<file path="config.mk">
export PLATFORM = sky130hd
export DESIGN_NAME = tmh_timer
export DESIGN_NICKNAME = d
export VERILOG_FILES = /design/src/tmh_pkg.sv /design/src/tmh_prescaler.sv /design/src/tmh_timer.sv
export SDC_FILE = /design/constraint.sdc
export NUM_CORES = 1
export LEC_CHECK = 0
export ABC_AREA = 1
export BUFFER_PORTS_ARGS = -buffer_cell sky130_fd_sc_hd__buf_2
export CAP_MARGIN = 20
export CORE_MARGIN = 2
export CORE_UTILIZATION = 51
export DETAILED_ROUTE_END_ITERATION = 10
export PLACE_DENSITY = 0.8
export SLEW_MARGIN = 40
export SYNTH_ARGS = -nofsm -noshare
export SYNTH_HDL_FRONTEND = slang
export SYNTH_SLANG_ARGS = --single-unit
export TNS_END_PERCENT = 30
</file>
<file path="constraint.sdc">
create_clock -name clk -period 2.7 [get_ports clk]
set_clock_uncertainty 0.05 [all_clocks]
set_input_delay 0.135 -clock clk [delete_from_list [all_inputs] [get_ports clk]]
set_output_delay 0.135 -clock clk [all_outputs]
set_load 0.05 [all_outputs]
</file>
<file path="src/tmh_pkg.sv">
package tmh_pkg;

   // register addresses on the internal 16-bit peripheral bus
   localparam logic [15:0] TMH_ADDR_PERIOD   = 16'hFF1A;
   localparam logic [15:0] TMH_ADDR_DUTY     = 16'hFF1B;
   localparam logic [15:0] TMH_ADDR_PORT3_DIR = 16'hFF23;
   localparam logic [15:0] TMH_ADDR_PORT3_LAT = 16'hFF03;
   localparam logic [15:0] TMH_ADDR_MODE     = 16'hFF6C;

   // reset values
   localparam logic [7:0] TMH_RST_PERIOD   = 8'h00;
   localparam logic [7:0] TMH_RST_DUTY     = 8'h00;
   localparam logic [7:0] TMH_RST_MODE     = 8'h00;
   localparam logic [7:0] TMH_RST_PORT3_DIR = 8'hFF;
   localparam logic [7:0] TMH_RST_PORT3_LAT = 8'h00;
   localparam logic [7:0] TMH_CNT_ZERO     = 8'h00;
   localparam logic [7:0] TMH_CNT_ONE      = 8'h01;

   // mode register fields
   localparam int TMH_BIT_RUN     = 7;
   localparam int TMH_BIT_CKS_HI  = 6;
   localparam int TMH_BIT_CKS_LO  = 4;
   localparam int TMH_BIT_MD_HI   = 3;
   localparam int TMH_BIT_MD_LO   = 2;
   localparam int TMH_BIT_LEVEL   = 1;
   localparam int TMH_BIT_OUT_EN  = 0;
   localparam int TMH_PIN_BIT     = 0;

   // duty reload needs this many count clocks after a write
   localparam logic [1:0] TMH_DUTY_SETTLE = 2'h3;

   typedef enum logic [1:0] {
      TMH_MODE_INTERVAL = 2'b00,
      TMH_MODE_CARRIER  = 2'b01,
      TMH_MODE_PWM      = 2'b10,
      TMH_MODE_BAD      = 2'b11
   } tmh_mode_t;

   typedef enum logic [1:0] {
      TMH_ST_IDLE   = 2'b00,
      TMH_ST_MASK   = 2'b01,
      TMH_ST_PERIOD = 2'b10,
      TMH_ST_DUTY   = 2'b11
   } tmh_state_t;

endpackage : tmh_pkg

</file>
<file path="src/tmh_prescaler.sv">
`timescale 1ns/1ps
// count clock pulse generator: one-cycle tick at the selected rate
module tmh_prescaler
   import tmh_pkg::*;
#(
   parameter int DIV_W = 15
)
(
   // clock and reset
   input  wire logic       clk,
   input  wire logic       rst,
   // control
   input  wire logic       run,
   input  wire logic [2:0] sel,
   input  wire logic       slow_tick,
   // count clock
   output logic            tick
);

   logic [DIV_W-1:0] div_reg;
   logic [DIV_W-1:0] div_next;

   always_comb
   begin
      // divider restarts on stop so the first tick comes at most one count clock late
      div_next = run ? div_reg + {{(DIV_W-1){1'b0}}, 1'b1} : '0;
   end

   always_ff @(posedge clk)
   begin
      if (rst)
         div_reg <= '0;
      else
         div_reg <= div_next;
   end

   function automatic logic wrap(input logic [DIV_W-1:0] v, input int bits);
      logic all_ones;
      all_ones = 1'b1;
      for (int i = 0; i < DIV_W; i++)
         if (i < bits)
            all_ones = all_ones & v[i];
      wrap = all_ones;
   endfunction : wrap

   always_comb
   begin
      case (sel)
         3'h0:    tick = run;
         3'h1:    tick = run & wrap(div_reg, 2);
         3'h2:    tick = run & wrap(div_reg, 4);
         3'h3:    tick = run & wrap(div_reg, 6);
         3'h4:    tick = run & wrap(div_reg, 12);
         3'h5:    tick = run & slow_tick & wrap(div_reg, 0);
         3'h6:    tick = run & slow_tick;
         default: tick = run & slow_tick;
      endcase
   end

endmodule : tmh_prescaler

</file>
<file path="src/tmh_timer.sv">
`timescale 1ns/1ps
// Behaviour
// (RQ1) interval mode: period match raises match_irq and clears counter to zero
// (RQ2) interval mode: duty compare ignored completely
// (RQ3) interval mode with output enable: output toggles on each period match
// (RQ4) interval between interrupts is period value plus one count clocks
// (RQ5) counting starts within one count clock after run enable set
// (RQ6) match_irq pulse aligned with the count clock tick
// (RQ7) run cleared: irq and output return to default levels
// (RQ8) software keeps period compare fixed while running in pwm mode
// (RQ9) pwm: period match clears counter, irqs, drives active, selects duty
// (RQ10) pwm: duty match drives inactive, selects period, no clear, no irq
// (RQ11) pwm cycle period plus one clocks, active duty plus one clocks
// (RQ12) duty write takes effect through a latch after three count clocks
// (RQ13) software rewrites duty compare before re-enabling in pwm mode
// (RQ14) software keeps duty below period and period at most FFH
// (RQ15) pwm start masks first count clock with output inactive
// (RQ16) run cleared in pwm: irq default, output inactive
// (RQ17) software clears pin direction and latch bits to route the output
// (RQ18) direction bit 0 drives pin, 1 releases it; reset value FFH
// (RQ19) run cleared stops and zeroes counter; set allows counting
// (RQ20) default level bit chooses resting output level
// (RQ21) counter increments by one per tick, wraps only on compare clear
module tmh_timer
   import tmh_pkg::*;
(
   // clock and reset
   input  wire logic        clk,
   input  wire logic        rst,
   // register access
   input  wire logic [15:0] reg_addr,
   input  wire logic        reg_wr,
   input  wire logic [7:0]  reg_wdata,
   output logic      [7:0]  reg_rdata,
   // low speed clock tick for the slow count clock choices
   input  wire logic        slow_tick,
   // pin and event
   output logic             timer_out_pin,
   output logic             timer_out_oe,
   output logic             match_irq
);

   logic [7:0]  mode_reg, mode_next;
   logic [7:0]  period_reg, period_next;
   logic [7:0]  duty_reg, duty_next;
   logic [7:0]  duty_buf_reg, duty_buf_next;
   logic        duty_pend_reg, duty_pend_next;
   logic [1:0]  settle_reg, settle_next;
   logic [7:0]  dir_reg, dir_next;
   logic [7:0]  lat_reg, lat_next;
   logic [7:0]  cnt_reg, cnt_next;
   logic        out_reg, out_next;
   logic        irq_reg, irq_next;
   logic [7:0]  rdata_next;
   tmh_state_t  st_reg, st_next;

   logic        run;
   logic        tick;
   logic        lvl;
   tmh_mode_t   mode;

   assign run  = mode_reg[TMH_BIT_RUN];
   assign lvl  = mode_reg[TMH_BIT_LEVEL];
   assign mode = tmh_mode_t'(mode_reg[TMH_BIT_MD_HI:TMH_BIT_MD_LO]);

   tmh_prescaler u_pre (
      .clk       (clk),
      .rst       (rst),
      .run       (run),
      .sel       (mode_reg[TMH_BIT_CKS_HI:TMH_BIT_CKS_LO]),
      .slow_tick (slow_tick),
      .tick      (tick)
   );

   function automatic logic wr_hit(input logic [15:0] a);
      wr_hit = reg_wr && (reg_addr == a);
   endfunction : wr_hit

   // register writes and duty reload latch
   always_comb
   begin
      mode_next      = mode_reg;
      period_next    = period_reg;
      duty_next      = duty_reg;
      duty_buf_next  = duty_buf_reg;
      duty_pend_next = duty_pend_reg;
      settle_next    = settle_reg;
      dir_next       = dir_reg;
      lat_next       = lat_reg;
      // while running only the run bit may change; other bits are held
      if (wr_hit(TMH_ADDR_MODE))
      begin
         if (run)
            mode_next[TMH_BIT_RUN] = reg_wdata[TMH_BIT_RUN];
         else
            mode_next = reg_wdata;
      end
      if (wr_hit(TMH_ADDR_PERIOD) && !run)
         period_next = reg_wdata;
      if (wr_hit(TMH_ADDR_PORT3_DIR))
         dir_next = reg_wdata; // RQ18
      if (wr_hit(TMH_ADDR_PORT3_LAT))
         lat_next = reg_wdata;
      if (st_reg == TMH_ST_DUTY && tick && settle_reg == TMH_DUTY_SETTLE && duty_pend_reg
          && cnt_reg == duty_reg)
      begin
         duty_next      = duty_buf_reg; // RQ12
         duty_pend_next = 1'b0;
      end
      else if (tick && duty_pend_reg && settle_reg != TMH_DUTY_SETTLE)
         settle_next = settle_reg + 2'h1;
      if (wr_hit(TMH_ADDR_DUTY))
      begin
         if (!run)
         begin
            duty_next      = reg_wdata;
            duty_pend_next = 1'b0;
         end
         else
         begin
            // a write colliding with a reload still loads the old buffer; the new value stays pending
            duty_buf_next  = reg_wdata;
            duty_pend_next = 1'b1;
            settle_next    = 2'h0; // RQ12
         end
      end
   end

   // counter, compare sequencing and output
   always_comb
   begin
      st_next  = st_reg;
      cnt_next = cnt_reg;
      out_next = out_reg;
      irq_next = 1'b0;
      if (!run)
      begin
         st_next  = TMH_ST_IDLE;
         cnt_next = TMH_CNT_ZERO; // RQ19
         out_next = 1'b0;          // RQ7 RQ16
      end
      else
      begin
         case (st_reg)
            TMH_ST_IDLE:
               st_next = (mode == TMH_MODE_PWM) ? TMH_ST_MASK : TMH_ST_PERIOD; // RQ5
            TMH_ST_MASK:
               if (tick)
                  st_next = TMH_ST_PERIOD; // RQ15
            TMH_ST_PERIOD:
               if (tick)
               begin
                  if (cnt_reg == period_reg)
                  begin
                     cnt_next = TMH_CNT_ZERO; // RQ1 RQ4 RQ9
                     irq_next = 1'b1;         // RQ6
                     if (mode == TMH_MODE_PWM)
                     begin
                        out_next = 1'b1; // RQ9 RQ11
                        st_next  = TMH_ST_DUTY;
                     end
                     else if (mode_reg[TMH_BIT_OUT_EN])
                        out_next = ~out_reg; // RQ3
                  end
                  else
                     cnt_next = cnt_reg + TMH_CNT_ONE; // RQ21 RQ2
               end
            TMH_ST_DUTY:
               if (tick)
               begin
                  cnt_next = cnt_reg + TMH_CNT_ONE; // RQ21
                  if (cnt_reg == duty_reg)
                  begin
                     out_next = 1'b0;           // RQ10 RQ11
                     st_next  = TMH_ST_PERIOD;
                  end
               end
            default:
               st_next = TMH_ST_IDLE;
         endcase
      end
   end

   always_comb
   begin
      case (reg_addr)
         TMH_ADDR_MODE:      rdata_next = mode_reg;
         TMH_ADDR_PERIOD:    rdata_next = period_reg;
         TMH_ADDR_DUTY:      rdata_next = duty_reg;
         TMH_ADDR_PORT3_DIR: rdata_next = dir_reg;
         TMH_ADDR_PORT3_LAT: rdata_next = lat_reg;
         default:            rdata_next = 8'h00;
      endcase
   end

   always_ff @(posedge clk)
   begin
      if (rst)
      begin
         mode_reg      <= TMH_RST_MODE;
         period_reg    <= TMH_RST_PERIOD;
         duty_reg      <= TMH_RST_DUTY;
         duty_buf_reg  <= TMH_RST_DUTY;
         duty_pend_reg <= 1'b0;
         settle_reg    <= 2'h0;
         dir_reg       <= TMH_RST_PORT3_DIR; // RQ18
         lat_reg       <= TMH_RST_PORT3_LAT;
         cnt_reg       <= TMH_CNT_ZERO;
         out_reg       <= 1'b0;
         irq_reg       <= 1'b0;
         st_reg        <= TMH_ST_IDLE;
         reg_rdata     <= 8'h00;
      end
      else
      begin
         mode_reg      <= mode_next;
         period_reg    <= period_next;
         duty_reg      <= duty_next;
         duty_buf_reg  <= duty_buf_next;
         duty_pend_reg <= duty_pend_next;
         settle_reg    <= settle_next;
         dir_reg       <= dir_next;
         lat_reg       <= lat_next;
         cnt_reg       <= cnt_next;
         out_reg       <= out_next;
         irq_reg       <= irq_next;
         st_reg        <= st_next;
         reg_rdata     <= rdata_next;
      end
   end

   // latch bit must be 0 for the timer level to reach the pin; level bit sets the rest level
   assign timer_out_pin = (out_reg ^ lvl) & ~lat_reg[TMH_PIN_BIT]; // RQ20
   assign timer_out_oe  = ~dir_reg[TMH_PIN_BIT];                   // RQ18
   assign match_irq     = irq_reg;                                 // RQ7

endmodule : tmh_timer

</file>
# Word-level counts from Yosys, hierarchy flattened
# Index checks and enable logic that the tools add are counted.
dict set report classes {
  n_addsub 3
  multipliers 0
  div 0
  magnitude_cmp 0
  n_eq_ne 24
  n_shift 0
  muxes 56
  n_bitwise 33
  n_reduce_logical 24
}
# cell count
set ops {}
lappend ops {{16-bit equality test (second input constant)} 5}
lappend ops {{8-bit 2-to-1 mux} 6}
lappend ops {{8-bit case mux with 5 select lines} 1}
lappend ops {{1-bit 2-to-1 mux} 34}
lappend ops {{1-bit bitwise AND} 26}
lappend ops {{2-bit 2-to-1 mux} 11}
lappend ops {{8-bit equality test} 2}
lappend ops {{8-bit case mux with 2 select lines} 1}
lappend ops {{15-bit by 1-bit adder with 15-bit output (second input constant)} 1}
lappend ops {{1-bit logical AND} 12}
lappend ops {{2-bit != test (second input constant)} 6}
lappend ops {{6-bit AND reduction} 2}
lappend ops {{8-bit by 1-bit adder with 8-bit output (second input constant)} 1}
lappend ops {{2-bit equality test (second input constant)} 4}
lappend ops {{2-bit case mux with 4 select lines} 1}
lappend ops {{3-bit by 2-bit equality test with 1-bit output (second input constant)} 2}
lappend ops {{1-bit NOT} 6}
lappend ops {{1-bit case mux with 5 select lines} 1}
lappend ops {{2-bit AND reduction} 2}
lappend ops {{2-bit nonzero test} 2}
lappend ops {{4-bit OR reduction} 1}
lappend ops {{3-bit by 1-bit equality test with 1-bit output (second input constant)} 1}
lappend ops {{3-bit equality test (second input constant)} 1}
lappend ops {{3-bit logical NOT} 1}
lappend ops {{other kinds (10)} 10}
dict set report totals {
  reg_bits 86
  latch_bits 0
  ramBits 0
  rom_bits 0
  in_bits 28
  out_inout_bits 11
  wordCells 155
  memories 0
}

# Logic depth before layout (Yosys ltp)
# Gate-level depths: netlist (run 1).
dict set report depth {
  ltp_word 33
  mapped_depth 13
  ltp_nobuf 13
}

# By module
# From an unflattened synthesis (run 1), not the netlist that was laid out.
dict set report hier_totals {
  hier_cells 606
  area_unflattened_um2 4414.2
}
# module n_inst cells_each area_each_um2 seq_area_each_um2
set modules_own_cells {}
lappend modules_own_cells {tmh_timer 1 518 3807.4 1421.4}
lappend modules_own_cells {tmh_prescaler 1 88 606.8 240.2}

# Worst setup path after synthesis (run 1)
# No wires, ideal clock.
dict set report synth_path {
  path_type {register to register}
  start {reg cnt_reg[4]}
  end {reg duty_reg[0]}
  setup_time_ps 109
  arrival_time_ps 1432
  required_ps 2541
  setup_slack_ps 1109
  path_stages_with_launch 12
  path_buffers 1
  period_less_slack_ps 1591
  path_cell_list {dfxtp_1 -> clkbuf_1 -> xnor2_1 -> nand2_1 -> nor2_1 -> nand2_1 -> nor2_4 -> nand3_2 -> nand2_1 -> nand3_1 -> nand2_1 -> inv_1}
}
dict set report synth_between {
  elab_chain_cells 5
}
# item line
set synth_lines {}
lappend synth_lines {{start, declared} tmh_timer.sv:51} ;# logic [7:0] cnt_reg, cnt_next;
lappend synth_lines {{start signal, assigned} tmh_timer.sv:224} ;# cnt_reg <= cnt_next;
lappend synth_lines {{8-bit equality test *} tmh_timer.sv:105} ;# && cnt_reg == duty_reg)
lappend synth_lines {{1-bit logical AND *} tmh_timer.sv:105}
lappend synth_lines {{8-bit 2-to-1 mux *} tmh_timer.sv:104} ;# if (st_reg == TMH_ST_DUTY && tick && settle_reg == TMH_DUTY_SETTLE && duty_pend_reg
lappend synth_lines {{8-bit 2-to-1 mux} tmh_timer.sv:114} ;# if (!run)
lappend synth_lines {{8-bit 2-to-1 mux *} tmh_timer.sv:112} ;# if (wr_hit(TMH_ADDR_DUTY))
lappend synth_lines {{end signal, assigned} tmh_timer.sv:218} ;# duty_reg <= duty_next;
lappend synth_lines {{end, declared} tmh_timer.sv:45} ;# logic [7:0] duty_reg, duty_next;
# Mark *: on every way between the ends. The rest lies on a longest branch, timed or not.
# A chain may end at the register's enable or synchronous reset.

# Final worst setup path (run 1)
dict set report layout_path {
  start {reg u_pre.div_reg[0]}
  end {reg cnt_reg[1]}
}
dict set report layout_between {
  elab_chain_cells 27
  elab_cells_between_ends 52
  cone_classes {eq/ne: 2; mux: 25; bitwise: 24; reduce/logical: 1}
}
# item line
set layout_lines {}
lappend layout_lines {{start, declared} tmh_prescaler.sv:20} ;# logic [DIV_W-1:0] div_reg;
lappend layout_lines {{start signal, assigned} tmh_prescaler.sv:34} ;# div_reg <= div_next;
lappend layout_lines {{1-bit 2-to-1 mux} tmh_prescaler.sv:48} ;# case (sel)
lappend layout_lines {{1-bit bitwise AND} tmh_prescaler.sv:42} ;# all_ones = all_ones & v[i];
lappend layout_lines {{1-bit 2-to-1 mux} tmh_prescaler.sv:48}
lappend layout_lines {{1-bit bitwise AND} tmh_prescaler.sv:42}
lappend layout_lines {{1-bit 2-to-1 mux} tmh_prescaler.sv:48}
lappend layout_lines {{1-bit bitwise AND} tmh_prescaler.sv:42}
lappend layout_lines {{1-bit 2-to-1 mux} tmh_prescaler.sv:48}
lappend layout_lines {{1-bit bitwise AND} tmh_prescaler.sv:42}
lappend layout_lines {{(+11 left out)} n/a}
lappend layout_lines {{1-bit bitwise AND} tmh_prescaler.sv:42}
lappend layout_lines {{1-bit 2-to-1 mux} tmh_prescaler.sv:48}
lappend layout_lines {{1-bit bitwise AND} tmh_prescaler.sv:42}
lappend layout_lines {{1-bit 2-to-1 mux} tmh_prescaler.sv:48}
lappend layout_lines {{1-bit bitwise AND} tmh_prescaler.sv:53} ;# 3'h4: tick = run & wrap(div_reg, 12);
lappend layout_lines {{1-bit case mux with 5 select lines *} tmh_prescaler.sv:48}
lappend layout_lines {{2-bit != test (no source line)} n/a}
lappend layout_lines {{3-bit AND reduction (no source line) *} n/a}
# Mark *: on every way between the ends. The rest lies on a longest branch, timed or not. The select of a mux whose other input is x is not followed.

==> results of run 1 <==
[synthesized netlist by cell type, types with 2 or more instances]
cell type	count
nand3_2	3
inv_2	4
nor4_4	2
o21ai_1	4
buf_4	2
ha_1	4
nand3_1	36
nand2_1	107
dfxtp_1	83
nor2_1	68
o211ai_2	8
nor3_1	14
nor4_1	3
inv_1	82
nand4_1	23
o211ai_1	5
nor3_4	2
nand2_2	6
a21oi_1	52
xnor2_1	13
a31oi_1	2
buf_6	2
nand2_4	2
nor2_4	4
clkbuf_1	12
xor2_1	5
o21ai_0	43
buf_2	3
[cell families after synthesis]
logic type | count (synthesis) | synth area share
xor gates and xnor gates | 18 | 0.0369
AOI/OAI and AO/OA | 117 | 0.158
buffers and inverters | 107 | 0.102
DFF | 83 | 0.389
adders and majority gates | 4 | 0.0117
and+or+nand+nor | 272 | 0.303
[worst register-to-register path, delay by kind of cell, from the launching register on]
family	cells	cell delay [ps]
AO/OA/AOI/OAI	4	580
adder cells (fa/ha/maj)	1	210
buffers and inverters	1	80
flip-flops	1	370
AND/OR/NAND/NOR	3	720
[power by group through the flow]
stage	combinational [mW]	clock, mW	sequential, mW
detailed placement	0.0891	0	1.25
global route	0.0995	0.953	1.22
global placement	0.0875	0	1.25
floorplan	0.0436	0	1.25
finish	0.0909	0.887	1.22
CTS	0.0894	0.903	1.22
[how the worst max path moves through the flow]
stage,slack (ps),to
floorplan,1110,duty_reg[0]
global placement,760,cnt_reg[2]
detailed placement,660,cnt_reg[1]
CTS,610,cnt_reg[1]
global route,270,cnt_reg[2]
finish,620,cnt_reg[1]
[layout make-up]
class                   count  area, um2  share of cell area
repair buffers             42        220              0.0467
clock buffers              11        131              0.0279
inverters                  87        332              0.0703
multi-input cells         411       2180               0.462
well taps                 105        131              0.0279
clock inverters             5       61.3              0.0130
flip-flops and latches     83       1660               0.352
[layer usage]
metal | up-vias | track usage
met4 | 0 | 0.0702
met2 | 147 | 0.397
met5 | - | 0
met1 | 1817 | 0.327
met3 | 16 | 0.0632
li1 | 2030 | -
[per-stage QoR]
stage / util / cells / hold WS [ps] / instance area (um2) / worst slack [ps]
after floorplan: - / 601 / 251 / 4270 / 1110
after global placement: 0.553 / 728 / 381 / 4520 / 756
after detailed placement: 0.553 / 728 / 390 / 4520 / 659
after CTS: 0.577 / 744 / 42.5 / 4710 / 612
after global routing: 0.577 / 744 / 62.0 / 4710 / 269
final: 0.577 / 744 / 60.9 / 4710 / 620
==> impl_metrics.json, run 1 <==
{
  "drv_slew": 0,
  "drc": 0,
  "layout_min_cycle_time_ps": 2080,
  "core_area_um2": 8180,
  "end_kind": "flip-flop",
  "wl_per_cell_um": 14.2,
  "antenna_found_initial": 0,
  "combinationalPowerShare": 0.041,
  "ys_ff_latch": 83,
  "port_buffers": 38,
  "cts_max_path_buffers": 2,
  "first_iter_violations": 194,
  "cts.clk_slew.worst_paths_ps": 80,
  "crit_buf_inv": 1,
  "drt-pass1-iter-count": 5,
  "antenna_cells": 0,
  "fin_total_pwr_mw": 2.20,
  "fin_crit_sh": 0.771,
  "hold_path_startpoint": "reg_wdata[0]",
  "syn_area_um2": 4270,
  "final_common_cell": "nand2_1",
  "ctsResizeCount": 0,
  "layout_common_cells": "107 x nand2_1, 83 x dfxtp_1, 82 x inv_1",
  "synth.net_count": 633,
  "wl_met3_um": 900,
  "synth_cell_types": 35,
  "grt_pass1_vias": 3725,
  "peakVddDrop_mv": 0.332,
  "met1Wirelength_um": 4560,
  "sw_frac_of_total": 0.237,
  "r2r_start": "u_pre.div_reg[0]",
  "synthCells": 601,
  "grt_max_degree": 32,
  "numCtsBuffers": 9,
  "hold_end": "lat_reg[0]",
  "crit_slowest_cell": "nor2_1",
  "grt_use_total": 0.247,
  "cpPeakStageDelay_ps": 520,
  "wl_met2_um": 4960,
  "synth_warnings": 0,
  "worst_pin_slew_ps": 648,
  "final_nets": 666,
  "drive_above_1_share": 0.142,
  "setup_viol": 0,
  "clk_latency_ps": 360,
  "fmax_mhz": 481,
  "synth_area_leader_cell": "dfxtp_1",
  "die_x_um": 95.5,
  "drv_cap": 0,
  "required_ps": 2940,
  "seq_area_frac_synth": 0.389,
  "critPathLaunchType": "flip-flop",
  "grt_pass1_wl_um": 17300,
  "htreeDepth": 3,
  "die_h_um": 95.5,
  "gp_congestion": 0.908,
  "ys.flop_type": "dfxtp_1",
  "final.setup.tns_ps": 0,
  "ant_nets": 0,
  "crit_chain": "ha_1 -> o21ai_0 -> o21ai_0 -> inv_1 -> nand2_1 -> nand2_1 -> nor2_1 -> o211ai_1 -> a21oi_1",
  "cts_hold_buffers": 0,
  "synthArstFlopShare": 0,
  "maxUsedRoutingLayer": "met4",
  "cts-root-buf": "clkbuf_8",
  "synth.top_cell.area_share": 0.389,
  "seq_power_share": 0.556,
  "cp-startpoint": "u_pre.div_reg[0]",
  "hold_viol": 0,
  "area_growth_pct": 10.3,
  "postCtsSetupBuffers": 0,
  "path_delay_family": "simple AND/OR/NAND/NOR gates",
  "synth-edff-count": 0,
  "ff2ff_path_depth": 9,
  "overflow": 0,
  "max_slew_margin": 0.565,
  "cts.sinks": 83,
  "netlist_top_cells_area": "dfxtp_1 39%, nand2_1 9.4%, inv_1 7.2%",
  "grt_setup_unrepaired": "no",
  "cts_tree": "done",
  "critPathKind": "flip-flop to flip-flop",
  "cp.depth": 9,
  "core.rowCount": 33,
  "largest_reg_flops": 12,
  "p_leak_nw": 1.99,
  "io_pins": 39,
  "switching_power_mw": 0.521,
  "status": "finished, final reports clean",
  "p_int_mw": 1.68,
  "pwr-share-clk": 0.403,
  "n_fill_cell": 765,
  "die-area_um2": 9130,
  "avgSynthCellArea_um2": 7.11,
  "hp-class": "primary input to flip-flop",
  "vias": 4010,
  "r2r_setup_slack_ps": 620,
  "critPathArrivalTime_ps": 2320,
  "place_hpwl_um": 8050,
  "hold_depth": 3,
  "via_per_inst": 5.39,
  "wl_um": 10500,
  "cp_max_fo": 11,
  "r2r_end": "cnt_reg[1]",
  "initial_core_util": 0.523,
  "p_per_area_nw_per_um2": 467
}
No activity file was read; power rests on OpenSTA's default activity.
==> run 2, diff against run 1 <==
- clock period: 2.7 -> 2.01 ns (I/O delays scaled with it)
==> run 2 against run 1 <==
Clock power up 48%; sequential cell count unchanged; final cell count up 1.3%; sequential share of layout area down 0.90 points; via count increased by 4.1%; critical path depth is 2 higher; wire length rose by 4.4%; critical path type unchanged; critical endpoint is now cnt_reg[2]; largest cell class unchanged; highest routed layer unchanged.
==> impl_metrics.json, run 2 (synthesized netlist as in run 1, its figures left out) <==
{
  "wl_per_cell_um": 14.6,
  "end_kind": "flip-flop",
  "p_per_area_nw_per_um2": 638,
  "finish.utilization": 0.592,
  "initial_core_util": 0.523,
  "grt_use_total": 0.259,
  "grt_max_degree": 28,
  "antenna_found_initial": 0,
  "die_x_um": 95.5,
  "whs_ps": 16.4,
  "cts.sinks": 83,
  "drt-pass1-iter-count": 6,
  "ant_nets": 0,
  "p_leak_nw": 2.06,
  "place_hpwl_um": 8280,
  "wl_um": 11000,
  "critPathKind": "flip-flop to flip-flop",
  "critPathLaunchType": "flip-flop",
  "cts_tree": "done",
  "die_h_um": 95.5,
  "core_area_um2": 8180,
  "drc": 0,
  "first_iter_violations": 295,
  "grt_pass1_wl_um": 18400,
  "antenna_cells": 0,
  "layout_common_cells": "107 x nand2_1, 83 x dfxtp_1, 82 x inv_1",
  "area_growth_pct": 13.2,
  "drv_cap": 0,
  "io_pins": 39,
  "fmax_mhz": 562,
  "layout_min_cycle_time_ps": 1780,
  "numCtsBuffers": 9,
  "cts-root-buf": "clkbuf_8",
  "grt_pass1_vias": 3974,
  "peakVddDrop_mv": 0.589,
  "die-area_um2": 9130,
  "crit_chain": "ha_1 -> o21ai_0 -> o21ai_0 -> inv_1 -> nand2_1 -> nand2_1 -> nor2_1 -> buf_4 -> nand3_1 -> nand2_1 -> a21oi_1",
  "crit_buf_inv": 2,
  "worst_pin_slew_ps": 480,
  "status": "finished, final reports clean",
  "htreeDepth": 3,
  "required_ps": 2220,
  "cts.clk_slew.worst_paths_ps": 90,
  "clk_latency_ps": 370,
  "drv_slew": 0,
  "gp_congestion": 0.946,
  "overflow": 0,
  "largest_reg_flops": 12,
  "cts_max_path_buffers": 2,
  "path_delay_family": "simple AND/OR/NAND/NOR gates",
  "core.rowCount": 33,
  "drive_above_1_share": 0.159,
  "grt_setup_unrepaired": "no",
  "critPathArrivalTime_ps": 1990,
  "vias": 4174,
  "cpPeakStageDelay_ps": 360,
  "fin_crit_sh": 0.886,
  "setup_viol": 0,
  "final.setup.tns_ps": 0,
  "port_buffers": 38,
  "fin_total_pwr_mw": 3.09,
  "final_nets": 677,
  "cp_common_cell": "nand2_1",
  "final_common_cell": "nand2_1",
  "hold_viol": 0,
  "via_per_inst": 5.54,
  "hp-class": "primary input to flip-flop",
  "cp_max_fo": 11,
  "max_slew_margin": 0.680,
  "crit_slowest_cell": "dfxtp_1"
}
## run 2: cell count changes in the layout (fill, tap and decap cells not counted), sizes merged
| cell | previous run | this run |
|---|---|---|
| clkinvlp | 3 | 1 |
| clkbuf | 11 | 10 |
| bufinv | 1 | 2 |
| inv | 87 | 88 |
| buf | 42 | 53 |
## run 2: worst min-delay path: cells and delay by family
kind,cells,cell delay (ps)
buffers and inverters,1,140
and+or+nand+nor,2,150
## run 2: per-layer routing
metal	global-route usage	wire, um
met1	0.333	4680
met2	0.420	5120
met3	0.0727	999
met4	0.0845	199
met5	0	0
## run 2: where the power goes
group          switching (mW)  internal [mW]  total (mW)
clock network           0.613          0.702        1.31
registers           0.0000104           1.64        1.64
logic                  0.0918         0.0374       0.129
## run 2: final timing paths
check	start	slack, ps	to	cells past startpoint
worst max-delay path	u_pre.div_reg[0]	230	cnt_reg[2]	11
worst min-delay path	reg_wdata[6]	20	lat_reg[6]	3
worst max register to register	u_pre.div_reg[0]	230	cnt_reg[2]	11
worst min register to register	u_pre.div_reg[0]	400	u_pre.div_reg[0]	1
## run 2: final cells by class
| type | instances | area, um2 |
|---|---|---|
| fill | 742 | 3340 |
| multi-input combinational | 411 | 2200 |
| sequential | 83 | 1660 |
| inverter | 87 | 332 |
| timing repair buffer | 53 | 303 |
| tap | 105 | 131 |
| clock buffer | 10 | 128 |
| clock inverter | 5 | 85.1 |
## run 2: per-stage QoR
stage	std cells	setup WS (ps)	area [um2]
final	754	229	4840
after global routing	754	3.46	4840
after CTS	754	130	4820
after detailed placement	739	156	4600
after global placement	739	234	4600
after floorplan	601	419	4270
## run 2: repair_timing
item / in CTS / in global routing
buffers inserted: 0 / 0
endpoints found under the setup margin: 0 / 9
hold buffers: 0 / 0
resized for setup: 0 / 3
